--- config.mk ---
export PLATFORM = sky130hd
export DESIGN_NAME = pse_exec
export DESIGN_NICKNAME = d
export VERILOG_FILES = /design/src/design/pse_pkg.sv /design/src/design/pse_ret_stack.sv /design/src/design/pse_exec.sv
export SDC_FILE = /design/constraint.sdc
export NUM_CORES = 1
export LEC_CHECK = 0
export BUFFER_PORTS_ARGS = -buffer_cell sky130_fd_sc_hd__buf_4
export CAP_MARGIN = 20
export CORE_UTILIZATION = 40
export CTS_BUF_LIST = sky130_fd_sc_hd__clkbuf_8
export DETAILED_ROUTE_END_ITERATION = 12
export GPL_TIMING_DRIVEN = 0
export SLEW_MARGIN = 40
export SYNTH_ARGS = -nofsm -noshare
export SYNTH_HDL_FRONTEND = slang
export SYNTH_SLANG_ARGS = --single-unit
--- constraint.sdc ---
create_clock -name core_clk -period 4.6 [get_ports core_clk]
set_input_delay 0.23 -clock core_clk [delete_from_list [all_inputs] [get_ports core_clk]]
set_output_delay 0.23 -clock core_clk [all_outputs]
set_load 0.005 [all_outputs]
--- src/design/pse_pkg.sv ---
// Shared definitions for the program and system control execute block.
// Assumes a single core clock domain and one synchronous active-high reset.
package pse_pkg;

  // ****************************************************************
  // Opcode patterns and masks
  // ****************************************************************
  localparam logic [11:0] OP_SLEEP     = 12'h003;
  localparam logic [11:0] OP_RET       = 12'h00C;
  localparam logic [11:0] OP_RET_PAGE  = 12'h00D;
  localparam logic [11:0] OP_RET_INT   = 12'h00E;
  localparam logic [11:0] OP_RET_INTW  = 12'h00F;
  localparam logic [11:0] OP_PROG_RD   = 12'h041;
  localparam logic [11:0] OP_MOV_PC_W  = 12'h022;
  localparam logic [11:0] OP_ADD_PC_W  = 12'h1E2;
  localparam logic [11:0] OP_PAGE      = 12'h010;
  localparam logic [11:0] OP_BANK      = 12'h018;
  localparam logic [11:0] MASK_SEL3    = 12'hFF8;
  localparam logic [11:0] OP_CALL      = 12'h900;
  localparam logic [11:0] OP_RET_LIT   = 12'h800;
  localparam logic [11:0] MASK_LIT8    = 12'hF00;
  localparam logic [11:0] OP_JUMP      = 12'hA00;
  localparam logic [11:0] MASK_LIT9    = 12'hE00;
  localparam logic [11:0] OP_BIT_CLR   = 12'h400;
  localparam logic [11:0] OP_BIT_SET   = 12'h500;
  localparam logic [11:0] OP_SKIP_SET  = 12'h600;
  localparam logic [11:0] OP_SKIP_CLR  = 12'h700;

  // ****************************************************************
  // Cycle costs, counted as busy cycles after the taking cycle
  // ****************************************************************
  localparam logic [1:0] XTRA_FLOW  = 2'h2;
  localparam logic [1:0] XTRA_PROG  = 2'h3;
  localparam logic [1:0] XTRA_SKIP  = 2'h1;
  localparam logic [1:0] XTRA_NONE  = 2'h0;
  localparam logic [1:0] RD_CAPTURE = 2'h2;

  // ****************************************************************
  // Status and file-select layout, file addresses
  // ****************************************************************
  localparam int CARRY_BIT   = 0;
  localparam int ZERO_BIT    = 2;
  localparam int PWRDN_BIT   = 3;
  localparam int TO_BIT      = 4;
  localparam int PAGE_LO     = 5;
  localparam int BANK_LO     = 4;
  localparam logic [7:0] STATUS_KEEP = 8'h18;
  localparam logic [4:0] F_RTC      = 5'h01;
  localparam logic [4:0] F_PC       = 5'h02;
  localparam logic [4:0] F_STATUS   = 5'h03;
  localparam logic [4:0] F_FILE_SEL = 5'h04;

  // ****************************************************************
  // Register port map and reset values
  // ****************************************************************
  localparam logic [3:0] A_W      = 4'h0;
  localparam logic [3:0] A_STATUS = 4'h1;
  localparam logic [3:0] A_FILE_SEL = 4'h2;
  localparam logic [3:0] A_MODE   = 4'h3;
  localparam logic [3:0] A_PC_LO  = 4'h4;
  localparam logic [3:0] A_PC_HI  = 4'h5;
  localparam logic [3:0] A_RTC      = 4'h6;
  localparam logic [3:0] A_WATCHDOG = 4'h7;
  localparam logic [3:0] A_CTRL   = 4'h8;
  localparam logic [7:0] STATUS_RST = 8'h18;
  localparam logic [11:0] PC_RST    = 12'hFFF;
  localparam int STACK_DEPTH        = 8;

  // ****************************************************************
  // Types
  // ****************************************************************
  typedef enum logic [0:0] {
    PWR_RUN   = 1'b0,
    PWR_SLEEP = 1'b1
  } pse_pwr_t;

  typedef struct packed {
    logic [7:0]  w;
    logic [7:0]  status;
    logic [7:0]  file_sel;
    logic [3:0]  mode;
    logic [11:0] pc;
  } pse_arch_t;

  typedef struct packed {
    logic        valid;
    logic [11:0] word;
  } pse_instr_t;

  typedef struct packed {
    logic       wr;
    logic       rd;
    logic [3:0] addr;
    logic [7:0] wdata;
  } pse_bus_t;

endpackage

--- src/design/pse_ret_stack.sv ---
// Return address stack held in flip-flops, newest entry at index zero.
// Assumes push and pop are never asked for in the same cycle.
`timescale 1ns/1ns
`default_nettype none
module pse_ret_stack
  import pse_pkg::*;
(
  input  wire logic        core_clk,
  input  wire logic        rst,
  input  wire logic        push,
  input  wire logic        pop,
  input  wire logic [11:0] push_addr,
  output logic      [11:0] top
);

  typedef struct packed {
    logic [STACK_DEPTH-1:0][11:0] ent;
  } pse_stk_t;

  pse_stk_t st_q;
  pse_stk_t st_d;

  // Shift on push so a full stack silently drops its oldest entry
  always_comb begin
    st_d = st_q;
    if (push) begin
      for (int i = STACK_DEPTH - 1; i > 0; i--) begin
        st_d.ent[i] = st_q.ent[i-1]; // RQ15
      end
      st_d.ent[0] = push_addr;
    end else if (pop) begin
      for (int i = 0; i < STACK_DEPTH - 1; i++) begin
        st_d.ent[i] = st_q.ent[i+1];
      end
      st_d.ent[STACK_DEPTH-1] = '0;
    end
  end

  // State register
  always_ff @(posedge core_clk) begin
    if (rst) begin
      st_q <= '0;
    end else begin
      st_q <= st_d;
    end
  end

  assign top = st_q.ent[0];

endmodule
`default_nettype wire

--- src/design/pse_exec.sv ---
// Execute unit for program flow and system control instructions.
// Assumes instructions arrive with a valid strobe only while busy is low,
// and that program memory answers a read with data one cycle later.
//
// How it works
// RQ1: Call pushes next address, loads literal low, clears bit 8, page on top.
// RQ2: Jump loads nine literal bits and page bits, three cycles.
// RQ3: Plain return pops stack into counter, page bits untouched, three cycles.
// RQ4: Page-restoring return also copies stacked bits 11:9 into page bits.
// RQ5: Interrupt return restores shadows except timeout and power-down bits.
// RQ6: Timer-adjust interrupt return also adds working register to counter.
// RQ7: Literal return loads literal into working register and pops, no flags.
// RQ8: Bank select writes operand into file select bits 6:4, one cycle.
// RQ9: Program read fetches word at mode:W into mode:W, four cycles.
// RQ10: Page select writes operand into status bits 7:5, one cycle.
// RQ11: Sleep clears watchdog, sets timeout, clears power-down, stops oscillator.
// RQ12: Bit-test skip costs one cycle when false, two when skipping.
// RQ13: Writing or adding W into counter location jumps, three cycles.
// RQ14: Carry sits at status bit 0, zero at bit 2.
// RQ15: Fixed-depth stack drops its oldest entry when pushed while full.
`timescale 1ns/1ns
`default_nettype none
module pse_exec
  import pse_pkg::*;
(
  input  wire logic        core_clk,
  input  wire logic        rst,
  input  wire pse_instr_t  instr,
  input  wire logic        irq_take,
  input  wire logic        watchdog_tick,
  input  wire logic        presc_on_watchdog,
  input  wire logic [11:0] pmem_rdata,
  input  wire pse_bus_t    bus,
  output logic      [7:0]  rdata,
  output pse_arch_t        arch,
  output logic      [7:0]  rtc_count,
  output logic      [7:0]  watchdog_count,
  output logic             busy,
  output logic             pmem_rd,
  output logic      [11:0] pmem_addr,
  output logic             presc_clr,
  output logic             osc_stop
);

  // ****************************************************************
  // State
  // ****************************************************************
  typedef struct packed {
    pse_arch_t   arch;
    pse_arch_t   shadow;
    logic [7:0]  rtc;
    logic [7:0]  watchdog;
    logic [1:0]  cnt;
    logic        busy;
    logic        rd_pend;
    logic        pmem_rd;
    logic [11:0] pmem_addr;
    logic        presc_clr;
    pse_pwr_t    pwr;
    logic [7:0]  rdata;
  } pse_state_t;

  pse_state_t s_q;
  pse_state_t s_d;

  logic        push;
  logic        pop;
  logic [11:0] stack_top;
  logic [11:0] pc_next;

  // ****************************************************************
  // Helpers
  // ****************************************************************
  // Match an opcode against a pattern under a mask
  function automatic logic op_is(input logic [11:0] word,
                                 input logic [11:0] pat,
                                 input logic [11:0] mask);
    op_is = ((word & mask) == pat);
  endfunction

  // Read one file location as seen by bit operations
  function automatic logic [7:0] file_rd(input pse_state_t s, input logic [4:0] f);
    case (f)
      F_RTC:      file_rd = s.rtc;
      F_PC:       file_rd = s.arch.pc[7:0];
      F_STATUS:   file_rd = s.arch.status;
      F_FILE_SEL: file_rd = s.arch.file_sel;
      default:  file_rd = 8'h00;
    endcase
  endfunction

  // Counter target for jumps through W: bit 8 cleared, page on top
  function automatic logic [11:0] pc_from(input logic [7:0] status,
                                          input logic [7:0] low);
    pc_from = {status[PAGE_LO+2:PAGE_LO], 1'b0, low};
  endfunction

  // ****************************************************************
  // Return stack
  // ****************************************************************
  pse_ret_stack u_stack (
    .core_clk  (core_clk),
    .rst       (rst),
    .push      (push),
    .pop       (pop),
    .push_addr (pc_next),
    .top       (stack_top)
  );

  assign pc_next = s_q.arch.pc + 12'h001;

  // ****************************************************************
  // Next state
  // ****************************************************************
  always_comb begin
    logic [11:0] w;
    logic [4:0]  f;
    logic [2:0]  b;
    logic [7:0]  v;
    logic        take;
    s_d       = s_q;
    push      = 1'b0;
    pop       = 1'b0;
    w         = instr.word;
    f         = instr.word[4:0];
    b         = instr.word[7:5];
    v         = 8'h00;
    take      = instr.valid && !s_q.busy && (s_q.pwr == PWR_RUN);
    s_d.pmem_rd   = 1'b0;
    s_d.presc_clr = 1'b0;
    s_d.rdata     = 8'h00;

    // Watchdog count advances on its tick
    // Sleep further down clears it, so a tick in that cycle is lost
    if (watchdog_tick) begin
      s_d.watchdog = s_q.watchdog + 8'h01;
    end

    // Software register writes, instructions below take priority
    // so an instruction in the same cycle always wins over the port
    if (bus.wr) begin
      case (bus.addr)
        A_W:        s_d.arch.w = bus.wdata;
        A_STATUS:   s_d.arch.status = bus.wdata;
        A_FILE_SEL: s_d.arch.file_sel = bus.wdata;
        A_MODE:     s_d.arch.mode = bus.wdata[3:0];
        A_RTC:      s_d.rtc = bus.wdata;
        // Only a one in bit 0 wakes; a zero leaves the power state alone
        A_CTRL:     if (bus.wdata[0]) s_d.pwr = PWR_RUN;
        // Counter and watchdog are read-only from this port
        default:    ;
      endcase
    end

    // Register reads answer in the following cycle
    // Unmapped addresses and unused upper bits read as zero
    if (bus.rd) begin
      case (bus.addr)
        A_W:        s_d.rdata = s_q.arch.w;
        A_STATUS:   s_d.rdata = s_q.arch.status;
        A_FILE_SEL: s_d.rdata = s_q.arch.file_sel;
        A_MODE:     s_d.rdata = {4'h0, s_q.arch.mode};
        A_PC_LO:    s_d.rdata = s_q.arch.pc[7:0];
        A_PC_HI:    s_d.rdata = {4'h0, s_q.arch.pc[11:8]};
        A_RTC:      s_d.rdata = s_q.rtc;
        A_WATCHDOG: s_d.rdata = s_q.watchdog;
        A_CTRL:     s_d.rdata = {6'h00, s_q.pwr == PWR_SLEEP, s_q.busy};
        default:    s_d.rdata = 8'h00;
      endcase
    end

    // Busy countdown and late capture of a program word
    // Memory answers one cycle after the strobe, so the word is taken
    // while the count still shows two cycles to go
    if (s_q.busy) begin
      s_d.cnt  = s_q.cnt - 2'h1;
      s_d.busy = (s_q.cnt != 2'h1);
      if (s_q.rd_pend && s_q.cnt == RD_CAPTURE) begin
        s_d.arch.mode = pmem_rdata[11:8]; // RQ9
        s_d.arch.w    = pmem_rdata[7:0];
        s_d.rd_pend   = 1'b0;
      end
    end

    // Interrupt entry saves the shadow copies
    // Held off while busy so a half-done flow change is never saved
    if (irq_take && !s_q.busy) begin
      s_d.shadow = s_q.arch;
    end

    // Instruction execution
    // Default is one cycle and the next sequential address
    if (take) begin
      s_d.arch.pc = pc_next;
      s_d.cnt     = XTRA_NONE;
      if (op_is(w, OP_CALL, MASK_LIT8)) begin
        // Call: only eight literal bits, so bit 8 is always cleared
        push        = 1'b1;
        s_d.arch.pc = pc_from(s_q.arch.status, w[7:0]); // RQ1
        s_d.cnt     = XTRA_FLOW;
      end else if (op_is(w, OP_JUMP, MASK_LIT9)) begin
        // Jump: nine literal bits, page bits above them
        s_d.arch.pc = {s_q.arch.status[PAGE_LO+2:PAGE_LO], w[8:0]}; // RQ2
        s_d.cnt     = XTRA_FLOW;
      end else if (w == OP_RET) begin
        // Plain return leaves the page bits stale; callers beware
        pop         = 1'b1;
        s_d.arch.pc = stack_top; // RQ3
        s_d.cnt     = XTRA_FLOW;
      end else if (w == OP_RET_PAGE) begin
        // Page-restoring return realigns page bits with the counter
        pop         = 1'b1;
        s_d.arch.pc = stack_top; // RQ4
        s_d.arch.status[PAGE_LO+2:PAGE_LO] = stack_top[11:9];
        s_d.cnt     = XTRA_FLOW;
      end else if (w == OP_RET_INT || w == OP_RET_INTW) begin
        // Interrupt return: shadows back, live timeout and power-down kept
        s_d.arch = s_q.shadow; // RQ5
        s_d.arch.status = (s_q.shadow.status & ~STATUS_KEEP)
                        | (s_q.arch.status & STATUS_KEEP);
        if (w == OP_RET_INTW) begin
          // Adds the working register as it was before the restore
          s_d.rtc = s_q.rtc + s_q.arch.w; // RQ6
        end
        s_d.cnt = XTRA_FLOW;
      end else if (op_is(w, OP_RET_LIT, MASK_LIT8)) begin
        // Literal return: no flag is touched
        pop         = 1'b1;
        s_d.arch.w  = w[7:0]; // RQ7
        s_d.arch.pc = stack_top;
        s_d.cnt     = XTRA_FLOW;
      end else if (op_is(w, OP_BANK, MASK_SEL3)) begin
        // Bank select: single cycle, other file select bits kept
        s_d.arch.file_sel[BANK_LO+2:BANK_LO] = w[2:0]; // RQ8
      end else if (op_is(w, OP_PAGE, MASK_SEL3)) begin
        // Page select: single cycle, flags below kept
        s_d.arch.status[PAGE_LO+2:PAGE_LO] = w[2:0]; // RQ10
      end else if (w == OP_PROG_RD) begin
        // Program read: address frozen now, result lands two cycles on
        s_d.pmem_rd   = 1'b1; // RQ9
        s_d.pmem_addr = {s_q.arch.mode, s_q.arch.w};
        s_d.rd_pend   = 1'b1;
        s_d.cnt       = XTRA_PROG;
      end else if (w == OP_SLEEP) begin
        // Sleep: only a wake write or reset brings the unit back
        s_d.watchdog = 8'h00; // RQ11
        s_d.arch.status[TO_BIT] = 1'b1;
        s_d.arch.status[PWRDN_BIT] = 1'b0;
        s_d.presc_clr = presc_on_watchdog;
        s_d.pwr = PWR_SLEEP;
      end else if (w == OP_MOV_PC_W) begin
        // Indirect jump through the working register
        s_d.arch.pc = pc_from(s_q.arch.status, s_q.arch.w); // RQ13
        s_d.cnt     = XTRA_FLOW;
      end else if (w == OP_ADD_PC_W) begin
        // Relative jump; the low byte wraps inside its page
        s_d.arch.pc = pc_from(s_q.arch.status, pc_next[7:0] + s_q.arch.w); // RQ13
        s_d.cnt     = XTRA_FLOW;
      end else if (op_is(w, OP_SKIP_SET, MASK_LIT8) || op_is(w, OP_SKIP_CLR, MASK_LIT8)) begin
        v = file_rd(s_q, f);
        // Tested bit matches the opcode (set for 6xx, clear for 7xx): skip the next word and pay one extra cycle
        if (v[b] == op_is(w, OP_SKIP_SET, MASK_LIT8)) begin
          s_d.arch.pc = s_q.arch.pc + 12'h002; // RQ12
          s_d.cnt     = XTRA_SKIP;
        end
      end else if (op_is(w, OP_BIT_CLR, MASK_LIT8) || op_is(w, OP_BIT_SET, MASK_LIT8)) begin
        // Status bit ops reach carry at bit 0 and zero at bit 2
        // Counter low byte is not writable this way, it would break flow
        v    = file_rd(s_q, f);
        v[b] = op_is(w, OP_BIT_SET, MASK_LIT8); // RQ14
        case (f)
          F_RTC:      s_d.rtc = v;
          F_STATUS:   s_d.arch.status = v; // RQ14
          F_FILE_SEL: s_d.arch.file_sel = v;
          default:    ;
        endcase
      end

      // Busy follows whatever extra cycles the branch above chose
      s_d.busy = (s_d.cnt != XTRA_NONE);
    end
  end

  // ****************************************************************
  // State register
  // ****************************************************************
  always_ff @(posedge core_clk) begin
    if (rst) begin
      s_q        <= '0;
      s_q.arch.status <= STATUS_RST;
      s_q.arch.pc     <= PC_RST;
      s_q.pwr    <= PWR_RUN;
    end else begin
      s_q <= s_d;
    end
  end

  // ****************************************************************
  // Outputs, all straight from the state register
  // ****************************************************************
  // No logic between flops and pins, so the outputs never glitch

  // Register port answer, zero outside its one cycle
  assign rdata          = s_q.rdata;

  // Architectural state as seen by the rest of the core
  assign arch           = s_q.arch;

  // Counters
  assign rtc_count      = s_q.rtc;
  assign watchdog_count = s_q.watchdog;

  // Flow control towards the fetch side
  assign busy           = s_q.busy;

  // Program memory port; address held until the next read
  assign pmem_rd        = s_q.pmem_rd;
  assign pmem_addr      = s_q.pmem_addr;

  // Power control; the prescaler pulse lasts one cycle only
  assign presc_clr      = s_q.presc_clr;
  assign osc_stop       = (s_q.pwr == PWR_SLEEP);

endmodule
`default_nettype wire

==> impl_metrics.py, run 1 <==
metrics = {
    "logic_synthesis": {
        "synth_top_cells_by_count": "294 x nand2_1, 217 x dfxtp_1, 209 x nor2_1, 133 x nand3_1, 128 x a21oi_1",
        "synth_edf_count": 0,
        "synth_ff_type": "dfxtp_1",
        "syn_nets": 1807,
        "ys_types": 73,
        "synth_top_area_cell": "dfxtp_1",
        "yosysWarningCount": 0,
        "synthCells": 1742,
        "async_flop_share": 0,
        "synth_top_area_share": 0.334,
        "syn_area_per_cell_um2": 7.47,
        "synthTopCellsByArea": "dfxtp_1 33%, nand2_1 8.5%, nor2_1 6.0%, a311oi_1 5.6%, nand3_1 5.1%",
        "syn_area_um2": 13000,
        "ys_seq_area_frac": 0.334,
        "ys_ff_latch": 217,
        "synth_most_common_cell": "nand2_1",
    },
    "power_and_ir_drop": {
        "total_power_mw": 4.93,
        "ir_drop_uv": 214,
        "p_leak_nw": 6.07,
        "p_per_area_nw_per_um2": 320,
    },
    "job": {
        "drv_cap": 0,
    },
    "timing": {
        "finalCritPeriodShare": 0.828,
        "max_freq_ghz": 0.262,
        "rsz0062_at_grt": "false",
        "final-setup-viol-count": 0,
        "worst_pin_slew_ps": 922,
        "layout_min_cycle_time_ps": 3810,
        "holdWs_ps": 9.32,
        "hold_viol": 0,
        "finalWorstSetupSlack_ps": 789,
        "max_slew_margin": 0.386,
        "skew_ps": 57.7,
        "report.final.slew_viol_count": 0,
        "tns_ps": 0,
    },
    "floorplan": {
        "pin_count": 124,
        "fp-row-count": 65,
        "start_util": 0.409,
        "core_area_um2": 31800,
        "fp.dieArea_um2": 33300,
        "die_y_um": 182,
        "chipWidth_um": 182,
    },
    "cells_and_area": {
        "final_layout_size_suffix_gt1_frac": 0.152,
        "nets": 1975,
        "instances_no_fill": 2376,
        "area_growth_pct": 18.3,
        "postLayoutCellArea_um2": 15400,
        "postLayoutCoreUtil": 0.484,
    },
    "detailed_routing": {
        "wl_per_cell_um": 23.2,
        "drtIter0Drc": 1576,
        "via_per_inst": 6.00,
        "drtAntennaViolNets": 0,
        "routed_wl_um": 55200,
        "vias": 14300,
        "drc_errors": 0,
        "dr.pass1.iters": 6,
    },
    "setup_path": {
        "crit_fanout": 10,
        "criticalPathCategory": "flop to flop",
        "worst_setup_path_end_kind": "flop",
        "cp.arrival_ps": 4290,
        "cp.required_ps": 5080,
        "cp-start-kind": "flop",
    },
    "global_routing": {
        "first_global_vias": 13500,
        "grt_start_max_net_pins": 14,
        "grt-ovfl-total": 0,
        "grt_pass1_wl_um": 82300,
        "antenna_found_initial": 1,
        "grt.total_usage": 0.325,
    },
    "placement": {
        "dp_slack_ps": 975,
        "place_inst": 2298,
        "gp_congestion": 1.00,
        "dpl_cell_area_um2": 14500,
        "port_buffers": 121,
        "dp_hpwl_um": 41100,
    },
    "clocking": {
        "clk_pin_slew_ps": 60,
        "numClockSinks": 217,
        "cts_made_buffers": 41,
        "h-tree-depth": 2,
        "cts_tree": "done",
        "cts_buffer_depth": 3,
        "insertion_delay_ps": 600,
        "cts-root-buf": "clkbuf_8",
        "postCtsSetupRepairBufs": 0,
    },
    "hold_path": {
        "hold_path_class": "input port to flop",
    },
    "status": {
        "outcome": "completed",
    },
}
==> layout by cell type (no fill, tap or decap), types with 16 or more instances in the layout <==
cell type | Yosys | layout
a211oi_1 | 19 | 19
a21oi_1 | 128 | 128
a221oi_1 | 17 | 17
a22oi_1 | 29 | 29
a311oi_1 | 83 | 83
a31oi_1 | 19 | 19
and3_1 | 17 | 17
buf_4 | 76 | 197
clkbuf_1 | 117 | 117
clkbuf_8 | 0 | 51
dfxtp_1 | 217 | 216
ha_1 | 19 | 19
inv_1 | 21 | 36
mux2i_1 | 46 | 46
nand2_1 | 294 | 294
nand3_1 | 133 | 133
nor2_1 | 209 | 207
o211ai_1 | 16 | 16
o21ai_0 | 40 | 39
o22ai_1 | 18 | 18
xnor2_1 | 25 | 25
==> metal layers <==
layer / up-vias / wire length (um) / track usage
met5: - / 0 / 0
met4: 0 / 2910 / 0.171
met3: 183 / 5090 / 0.0639
met2: 796 / 24400 / 0.514
met1: 6693 / 22800 / 0.418
li1: 6584 / - / -
==> cell families after synthesis <==
logic type | share of synthesized area
mux | 0.0432
compound gates | 0.241
simple gates | 0.245
xor+xnor | 0.0256
flops | 0.334
fa+ha+maj | 0.0213
buf+inv | 0.0896
==> worst max-delay path, stage by stage (launching register included) <==
cell and delay, ps:
dfxtp_1 390, nand2b_1 250, or2_2 300, clkbuf_1 270, nor2_2 590, nand2_1 370, nor2_1 730, clkbuf_1 460
a22oi_1 160, a21oi_1 190
==> final timing paths <==
path            startpoint  endpoint  slack (ps)  cells past startpoint
max reg2reg       osc_stop  arch[39]         790                      9
min          pmem_rdata[1]  arch[33]           9                      3
min reg2reg        s_q[47]   s_q[47]         460                      2
max               osc_stop  arch[39]         790                      9
==> registers in the layout, summed over array words and instances (netlist names) <==
signal and count:
u_stack.st_q 84, s_q 41, arch 40, pmem_addr 12, u_stack.top 12, rdata 8
rtc_count 8, watchdog_count 8, busy 1, osc_stop 1, pmem_rd 1, presc_clr 1
==> timing repair <==
item / in CTS / in global routing
endpoints found under the hold margin: 4 / 0
resized for setup: 0 / 0
hold buffers: 4 / 0
==> cell type report <==
type,count,area (um2)
fillers,3291,16400
diodes,1,2.50
multi-input cells,1292,7540
well taps,435,544
inverters,21,78.8
clock buffers,51,702
clock inverters,22,145
repair buffers,125,948
flip-flops and latches,217,4350
plain buffers,212,1090
==> report_power, final <==
group          total [mW]  switching (mW)  leakage (nW)  internal [mW]
Sequential           2.04          0.0995          1.76           1.94
Clock                1.98           0.912         0.493           1.07
Combinational       0.915           0.575          3.81          0.340
Total                4.93            1.59          6.07           3.35
No activity file was read; power rests on OpenSTA's default activity.
==> run 2, diff against run 1 <==
--- a/config.mk
+++ b/config.mk
@@ -5,6 +5,7 @@
 export SDC_FILE = /design/constraint.sdc
 export NUM_CORES = 1
 export LEC_CHECK = 0
+export ABC_AREA = 1
 export BUFFER_PORTS_ARGS = -buffer_cell sky130_fd_sc_hd__buf_4
 export CAP_MARGIN = 20
 export CORE_UTILIZATION = 40
==> constraint.sdc (replaced) <==
create_clock -name core_clk -period 3.2 [get_ports core_clk]
set_input_delay 0.16 -clock core_clk [delete_from_list [all_inputs] [get_ports core_clk]]
set_output_delay 0.16 -clock core_clk [all_outputs]
set_load 0.005 [all_outputs]
==> run 2 against run 1 <==
Effect of this change: synthesized cell count up 8.7%; maximum frequency rose by 25%; total power grew 46%; die area shrank 0.49%; non-clock buffer count fell by 32; flip-flop and latch count is the same; final cell count is 5.1% higher; worst setup slack got worse by 640 ps; clock power up 41%; wire length up 3.4%; first-iteration DRC count increased by 1.3%; count of clock-buffer cells in the layout fell by 4; critical endpoint is now rtc_count[6]; largest cell class unchanged.
==> impl_metrics.py, run 2 <==
metrics = {
    "logic_synthesis": {
        "synth_most_common_cell": "nand2_1",
        "synth_ff_type": "dfxtp_1",
        "synth_top_area_share": 0.335,
        "ys_types": 56,
        "ys_ff_latch": 217,
        "yosysWarningCount": 0,
        "synthTopCellsByArea": "dfxtp_1 34%, nand2_1 11%, a21oi_1 6.8%, o21ai_0 5.9%, nor2_1 5.7%",
        "synth_top_area_cell": "dfxtp_1",
        "synth_edf_count": 0,
        "syn_nets": 1959,
        "syn_area_per_cell_um2": 6.84,
        "synth_top_cells_by_count": "394 x nand2_1, 217 x dfxtp_1, 198 x nor2_1, 176 x a21oi_1, 172 x inv_1",
        "ys_seq_area_frac": 0.335,
        "synthCells": 1894,
        "async_flop_share": 0,
        "syn_area_um2": 13000,
    },
    "clocking": {
        "cts_buffer_depth": 3,
        "cts_tree": "done",
        "clk_pin_slew_ps": 70,
        "h-tree-depth": 2,
        "cts_made_buffers": 39,
        "cts-root-buf": "clkbuf_8",
        "numClockSinks": 217,
        "insertion_delay_ps": 560,
    },
    "power_and_ir_drop": {
        "power.internal_mw": 4.90,
        "p_per_area_nw_per_um2": 467,
        "switchingPower_mw": 2.30,
        "combPwrFrac": 0.193,
        "p_seq_frac": 0.420,
        "swShare": 0.319,
        "ir_drop_uv": 282,
        "power_frac_clock": 0.387,
        "p_leak_nw": 6.60,
    },
    "cells_and_area": {
        "nFillCells": 3312,
        "reg.largest.list": "u_stack.st_q: 84 flops, s_q: 41 flops, arch: 40 flops",
        "final_layout_size_suffix_gt1_frac": 0.162,
        "largest_reg_flops": 84,
        "nets": 2137,
        "area_growth_pct": 18.9,
        "largest-register": "u_stack.st_q",
        "instances_no_fill": 2497,
        "layout_common_cells": "394 x nand2_1, 213 x dfxtp_1, 204 x buf_4, 196 x nor2_1, 181 x inv_1",
        "postLayoutCoreUtil": 0.486,
        "final_common_cell": "nand2_1",
        "diodes": 0,
    },
    "detailed_routing": {
        "vias": 14600,
        "drc_errors": 0,
        "dr.pass1.iters": 5,
        "via_per_inst": 5.85,
        "drtIter0Drc": 1596,
        "wl_per_cell_um": 22.9,
        "routed_wl_um": 57100,
        "drtAntennaViolNets": 0,
    },
    "placement": {
        "dp_slack_ps": -269,
        "gp_congestion": 1.00,
        "port_buffers": 120,
        "dp_hpwl_um": 43500,
        "place_inst": 2416,
    },
    "global_routing": {
        "grt-busiest-layer": "met2",
        "use_met2": 0.556,
        "antenna_found_initial": 1,
        "grt_start_max_net_pins": 11,
        "grt_pass1_wl_um": 83600,
        "use_met1": 0.411,
        "use_met3": 0.0564,
        "grt.total_usage": 0.336,
        "first_global_vias": 13600,
        "grt-ovfl-total": 0,
    },
    "job": {
        "drv_cap": 0,
    },
    "hold_path": {
        "hold_path_class": "input port to flop",
    },
    "setup_path": {
        "path_common_cell": "a21oi_1",
        "cp_slowest_cell": "dfxtp_1",
        "slowest_delay_ps": 700,
        "worst_setup_path_end_kind": "flop",
        "cp.arrival_ps": 3500,
        "cp.required_ps": 3640,
        "cp-start-kind": "flop",
        "criticalPathCategory": "flop to flop",
        "crit_fanout": 6,
        "worstPathCellList": "inv_1 -> fa_1 -> nor2_1 -> o21ai_0 -> nand2_1 -> a21oi_1 -> o21bai_1 -> o211ai_1 -> a21oi_1 -> o22ai_1 -> nand2_1 -> a21oi_1",
        "crit_buf_inv": 1,
        "cpLargestDelayFamily": "compound AO/OA/AOI/OAI gates",
    },
    "floorplan": {
        "chipWidth_um": 182,
        "start_util": 0.408,
        "fp-row-count": 65,
        "die_y_um": 182,
        "pin_count": 124,
        "fp.dieArea_um2": 33100,
        "core_area_um2": 31700,
    },
    "timing": {
        "report.final.slew_viol_count": 0,
        "max_freq_ghz": 0.327,
        "finalCritPeriodShare": 0.955,
        "worst_pin_slew_ps": 878,
        "tns_ps": 0,
        "layout_min_cycle_time_ps": 3060,
        "max_slew_margin": 0.415,
        "rsz0062_at_grt": "false",
        "final-setup-viol-count": 0,
        "skew_ps": 28.8,
        "finalWorstSetupSlack_ps": 145,
        "hold_viol": 0,
    },
    "status": {
        "outcome": "completed",
    },
}
==> run 2: cell types whose count changed after synthesis, moves of 34 or more <==
| cell | previous run | this run |
|---|---|---|
| mux2i_1 | 46 | 3 |
| o21ai_0 | 40 | 153 |
| a311oi_1 | 83 | 3 |
| a21oi_1 | 128 | 176 |
| inv_1 | 21 | 172 |
| clkbuf_1 | 117 | 65 |
| nand2_1 | 294 | 394 |
| nand3_1 | 133 | 57 |
| o221ai_1 | 5 | 39 |
==> run 2: tightest hold or removal path: stages <==
cell	delay, ps
buf_4	90
o211ai_1	130
a21oi_1	160
==> run 2: worst paths after layout <==
check / endpoint / slack [ps] / startpoint / cells past startpoint
setup / recovery: rtc_count[6] / 140 / arch[33] / 12
hold / removal: arch[39] / 20 / pmem_rdata[7] / 3
setup reg to reg: rtc_count[6] / 140 / arch[33] / 12
hold reg to reg: u_stack.st_q[80] / 460 / u_stack.st_q[92] / 2
==> run 2: layout make-up <==
type                    count  area [um2]  area share
clock inverters            17         158      0.0102
repair buffers            137        1070      0.0694
clock buffers              47         647      0.0420
inverters                 190         721      0.0468
well taps                 402         503      0.0327
plain buffers             168        1010      0.0658
multi-input cells        1319        6940       0.451
flip-flops and latches    217        4350       0.283
==> run 2: cells by family (layout without fill, tap and decap cells) <==
| group | count (synthesis) | count (layout) | synth area share |
|---|---|---|---|
| AO/OA/AOI/OAI | 551 | 551 | 0.259 |
| XOR/XNOR | 20 | 20 | 0.0135 |
| adder cells (fa/ha/maj) | 21 | 21 | 0.0214 |
| buffers and inverters | 358 | 559 | 0.133 |
| flip-flops | 217 | 217 | 0.335 |
| multiplexers | 3 | 3 | 0.00232 |
| AND/OR/NAND/NOR | 724 | 724 | 0.236 |
==> run 2: through the flow <==
step | hold slack (ps) | area, um2 | power, mW
after floorplan | 300 | 13000 | 3.82
after global routing | 28.8 | 15400 | 7.45
after CTS | 25.1 | 15300 | 7.15
after detailed placement | 434 | 14400 | 4.38
final | 20.4 | 15400 | 7.20
after global placement | 432 | 14400 | 4.37
==> run 2: routing by layer <==
| metal | routed length [um] | vias up |
|---|---|---|
| met5 | 0 | - |
| met4 | 3790 | 0 |
| met3 | 4760 | 194 |
| met2 | 26100 | 762 |
| met1 | 22500 | 6881 |
| li1 | - | 6764 |
==> run 2: power by group through the flow <==
stage	Sequential, mW	Combinational (mW)	Clock [mW]
final	3.02	1.39	2.79
after global routing	3.02	1.51	2.92
after CTS	3.01	1.34	2.80
after detailed placement	3.07	1.32	0
after global placement	3.07	1.30	0
after floorplan	2.96	0.855	0
==> run 2: what timing repair did <==
| action | CTS | global route |
|---|---|---|
| endpoints found under the setup margin | 11 | 7 |
| buffers inserted | 0 | 1 |
| hold buffers | 16 | 0 |
| resized for setup | 8 | 17 |
| endpoints found under the hold margin | 18 | 0 |
==> run 3, diff against run 2 <==
==> constraint.sdc (replaced) <==
create_clock -name core_clk -period 3.8 [get_ports core_clk]
set_input_delay 0.19 -clock core_clk [delete_from_list [all_inputs] [get_ports core_clk]]
set_output_delay 0.19 -clock core_clk [all_outputs]
set_load 0.005 [all_outputs]
==> run 3 against run 2 <==
Effect of this change: wire length fell by 0.22%; clock power decreased by 16%; global-route usage about the same; register-to-register slack gained 200 ps; total power decreased by 16%; design area shrank 0.93%; final cell count shrank 0.32%; via count decreased by 0.69%; critical endpoint is now arch[7]; largest power group unchanged.
==> impl_metrics.py, run 3 (synthesis gave the netlist of run 2 again) <==
metrics = {
    "status": {
        "outcome": "completed",
    },
    "cells_and_area": {
        "nets": 2129,
        "layout_common_cells": "394 x nand2_1, 217 x dfxtp_1, 203 x buf_4, 198 x nor2_1, 183 x inv_1",
        "nFillCells": 3323,
        "final_layout_size_suffix_gt1_frac": 0.154,
        "diodes": 0,
        "largest-register": "u_stack.st_q",
        "reg.largest.list": "u_stack.st_q: 84 flops, s_q: 41 flops, arch: 40 flops",
        "final_common_cell": "nand2_1",
        "multi_input_area_um2": 6900,
        "area_growth_pct": 17.8,
        "regArea_um2": 4340,
        "largest_reg_flops": 84,
    },
    "setup_path": {
        "criticalPathCategory": "flop to flop",
        "cp.arrival_ps": 3880,
        "cp.required_ps": 4230,
        "cp-start-kind": "flop",
        "worst_setup_path_end_kind": "flop",
        "crit_fanout": 7,
    },
    "timing": {
        "max_slew_margin": 0.385,
        "rsz0062_at_grt": "false",
        "tns_ps": 0,
        "max_freq_ghz": 0.289,
        "worst_pin_slew_ps": 919,
        "report.final.slew_viol_count": 0,
        "final-setup-viol-count": 0,
        "finalWorstSetupSlack_ps": 341,
        "holdWs_ps": 19.6,
        "hold_viol": 0,
        "skew_ps": 25.3,
        "layout_min_cycle_time_ps": 3460,
        "finalCritPeriodShare": 0.910,
    },
    "floorplan": {
        "fp.dieArea_um2": 33100,
        "core_area_um2": 31700,
        "fp-row-count": 65,
        "die_y_um": 182,
        "start_util": 0.408,
        "pin_count": 124,
        "chipWidth_um": 182,
    },
    "placement": {
        "dp_slack_ps": 331,
        "gp_congestion": 1.00,
        "port_buffers": 120,
        "dp_hpwl_um": 43500,
    },
    "clocking": {
        "h-tree-depth": 2,
        "cts_made_buffers": 39,
        "postCtsSetupRepairBufs": 0,
        "cts-root-buf": "clkbuf_8",
        "numClockSinks": 217,
        "clk_pin_slew_ps": 60,
        "cts_tree": "done",
        "cts_buffer_depth": 3,
        "insertion_delay_ps": 560,
    },
    "global_routing": {
        "antenna_found_initial": 1,
        "first_global_vias": 13600,
        "grt_start_max_net_pins": 11,
        "grt-ovfl-total": 0,
        "grt_pass1_wl_um": 83500,
        "grt.total_usage": 0.336,
    },
    "detailed_routing": {
        "via_per_inst": 5.83,
        "drtAntennaViolNets": 0,
        "drtIter0Drc": 1463,
        "drc_errors": 0,
        "routed_wl_um": 57000,
        "vias": 14500,
        "dr.pass1.iters": 6,
        "wl_per_cell_um": 22.9,
    },
    "job": {
        "drv_cap": 0,
    },
    "power_and_ir_drop": {
        "p_leak_nw": 6.56,
        "ir_drop_uv": 236,
        "p_per_area_nw_per_um2": 395,
    },
    "hold_path": {
        "hold_path_class": "input port to flop",
    },
}
[run 3: final timing paths]
check,startpoint,end,slack (ps),depth (start not counted)
setup reg to reg,arch[2],arch[7],340,22
hold reg to reg,u_stack.st_q[88],u_stack.st_q[88],460,2
setup / recovery,arch[2],arch[7],340,22
hold / removal,instr[7],arch[7],20,3
[run 3: critical path, cell delays in order, from the launching register on]
cell and delay (ps):
dfxtp_1 600, ha_1 300, nand2_1 120, nor2_1 150, xor2_1 210, nand2_1 70
o21ai_0 190, inv_1 150, ha_1 370, nand4_1 100, o221ai_1 210, inv_1 90
or2_0 220, nand3_1 60, nand2_1 50, inv_1 50, nand2_1 60, nand2_1 60
nand2_1 50, nand2_1 60, nand2_1 60, nand2_1 60, nand2_1 40
[run 3: metrics by stage]
stage | area (um2) | utilization | instances | power, mW
final | 15300 | 0.481 | 2489 | 6.04
after floorplan | 13000 | - | 1894 | 3.21
after detailed placement | 14400 | 0.453 | 2416 | 3.69
after global placement | 14400 | 0.453 | 2416 | 3.68
after CTS | 15300 | 0.481 | 2489 | 6.02
after global routing | 15300 | 0.481 | 2489 | 6.25
[run 3: power by group]
group	internal (mW)	total (mW)	switching, mW
logic	0.412	1.15	0.735
registers	2.38	2.54	0.166
clock network	1.32	2.34	1.02
[run 3: final cells by class]
type | instances | area share
repair buffers | 129 | 0.0649
multi-input cells | 1319 | 0.452
well taps | 402 | 0.0330
inverters | 190 | 0.0470
clock buffers | 47 | 0.0424
clock inverters | 17 | 0.0103
plain buffers | 168 | 0.0658
flip-flops and latches | 217 | 0.285
[run 3: routing by layer]
metal	track usage	routed length, um	vias up
met3	0.0564	4930	191
li1	-	-	6746
met1	0.410	22300	6776
met5	0	0	-
met4	0.201	3700	0
met2	0.555	26000	787
[run 3: what timing repair did]
item / CTS / global route
gates resized for setup: 0 / 2
hold buffers: 9 / 0
endpoints found under the setup margin: 0 / 1
hold endpoints to repair: 10 / 0
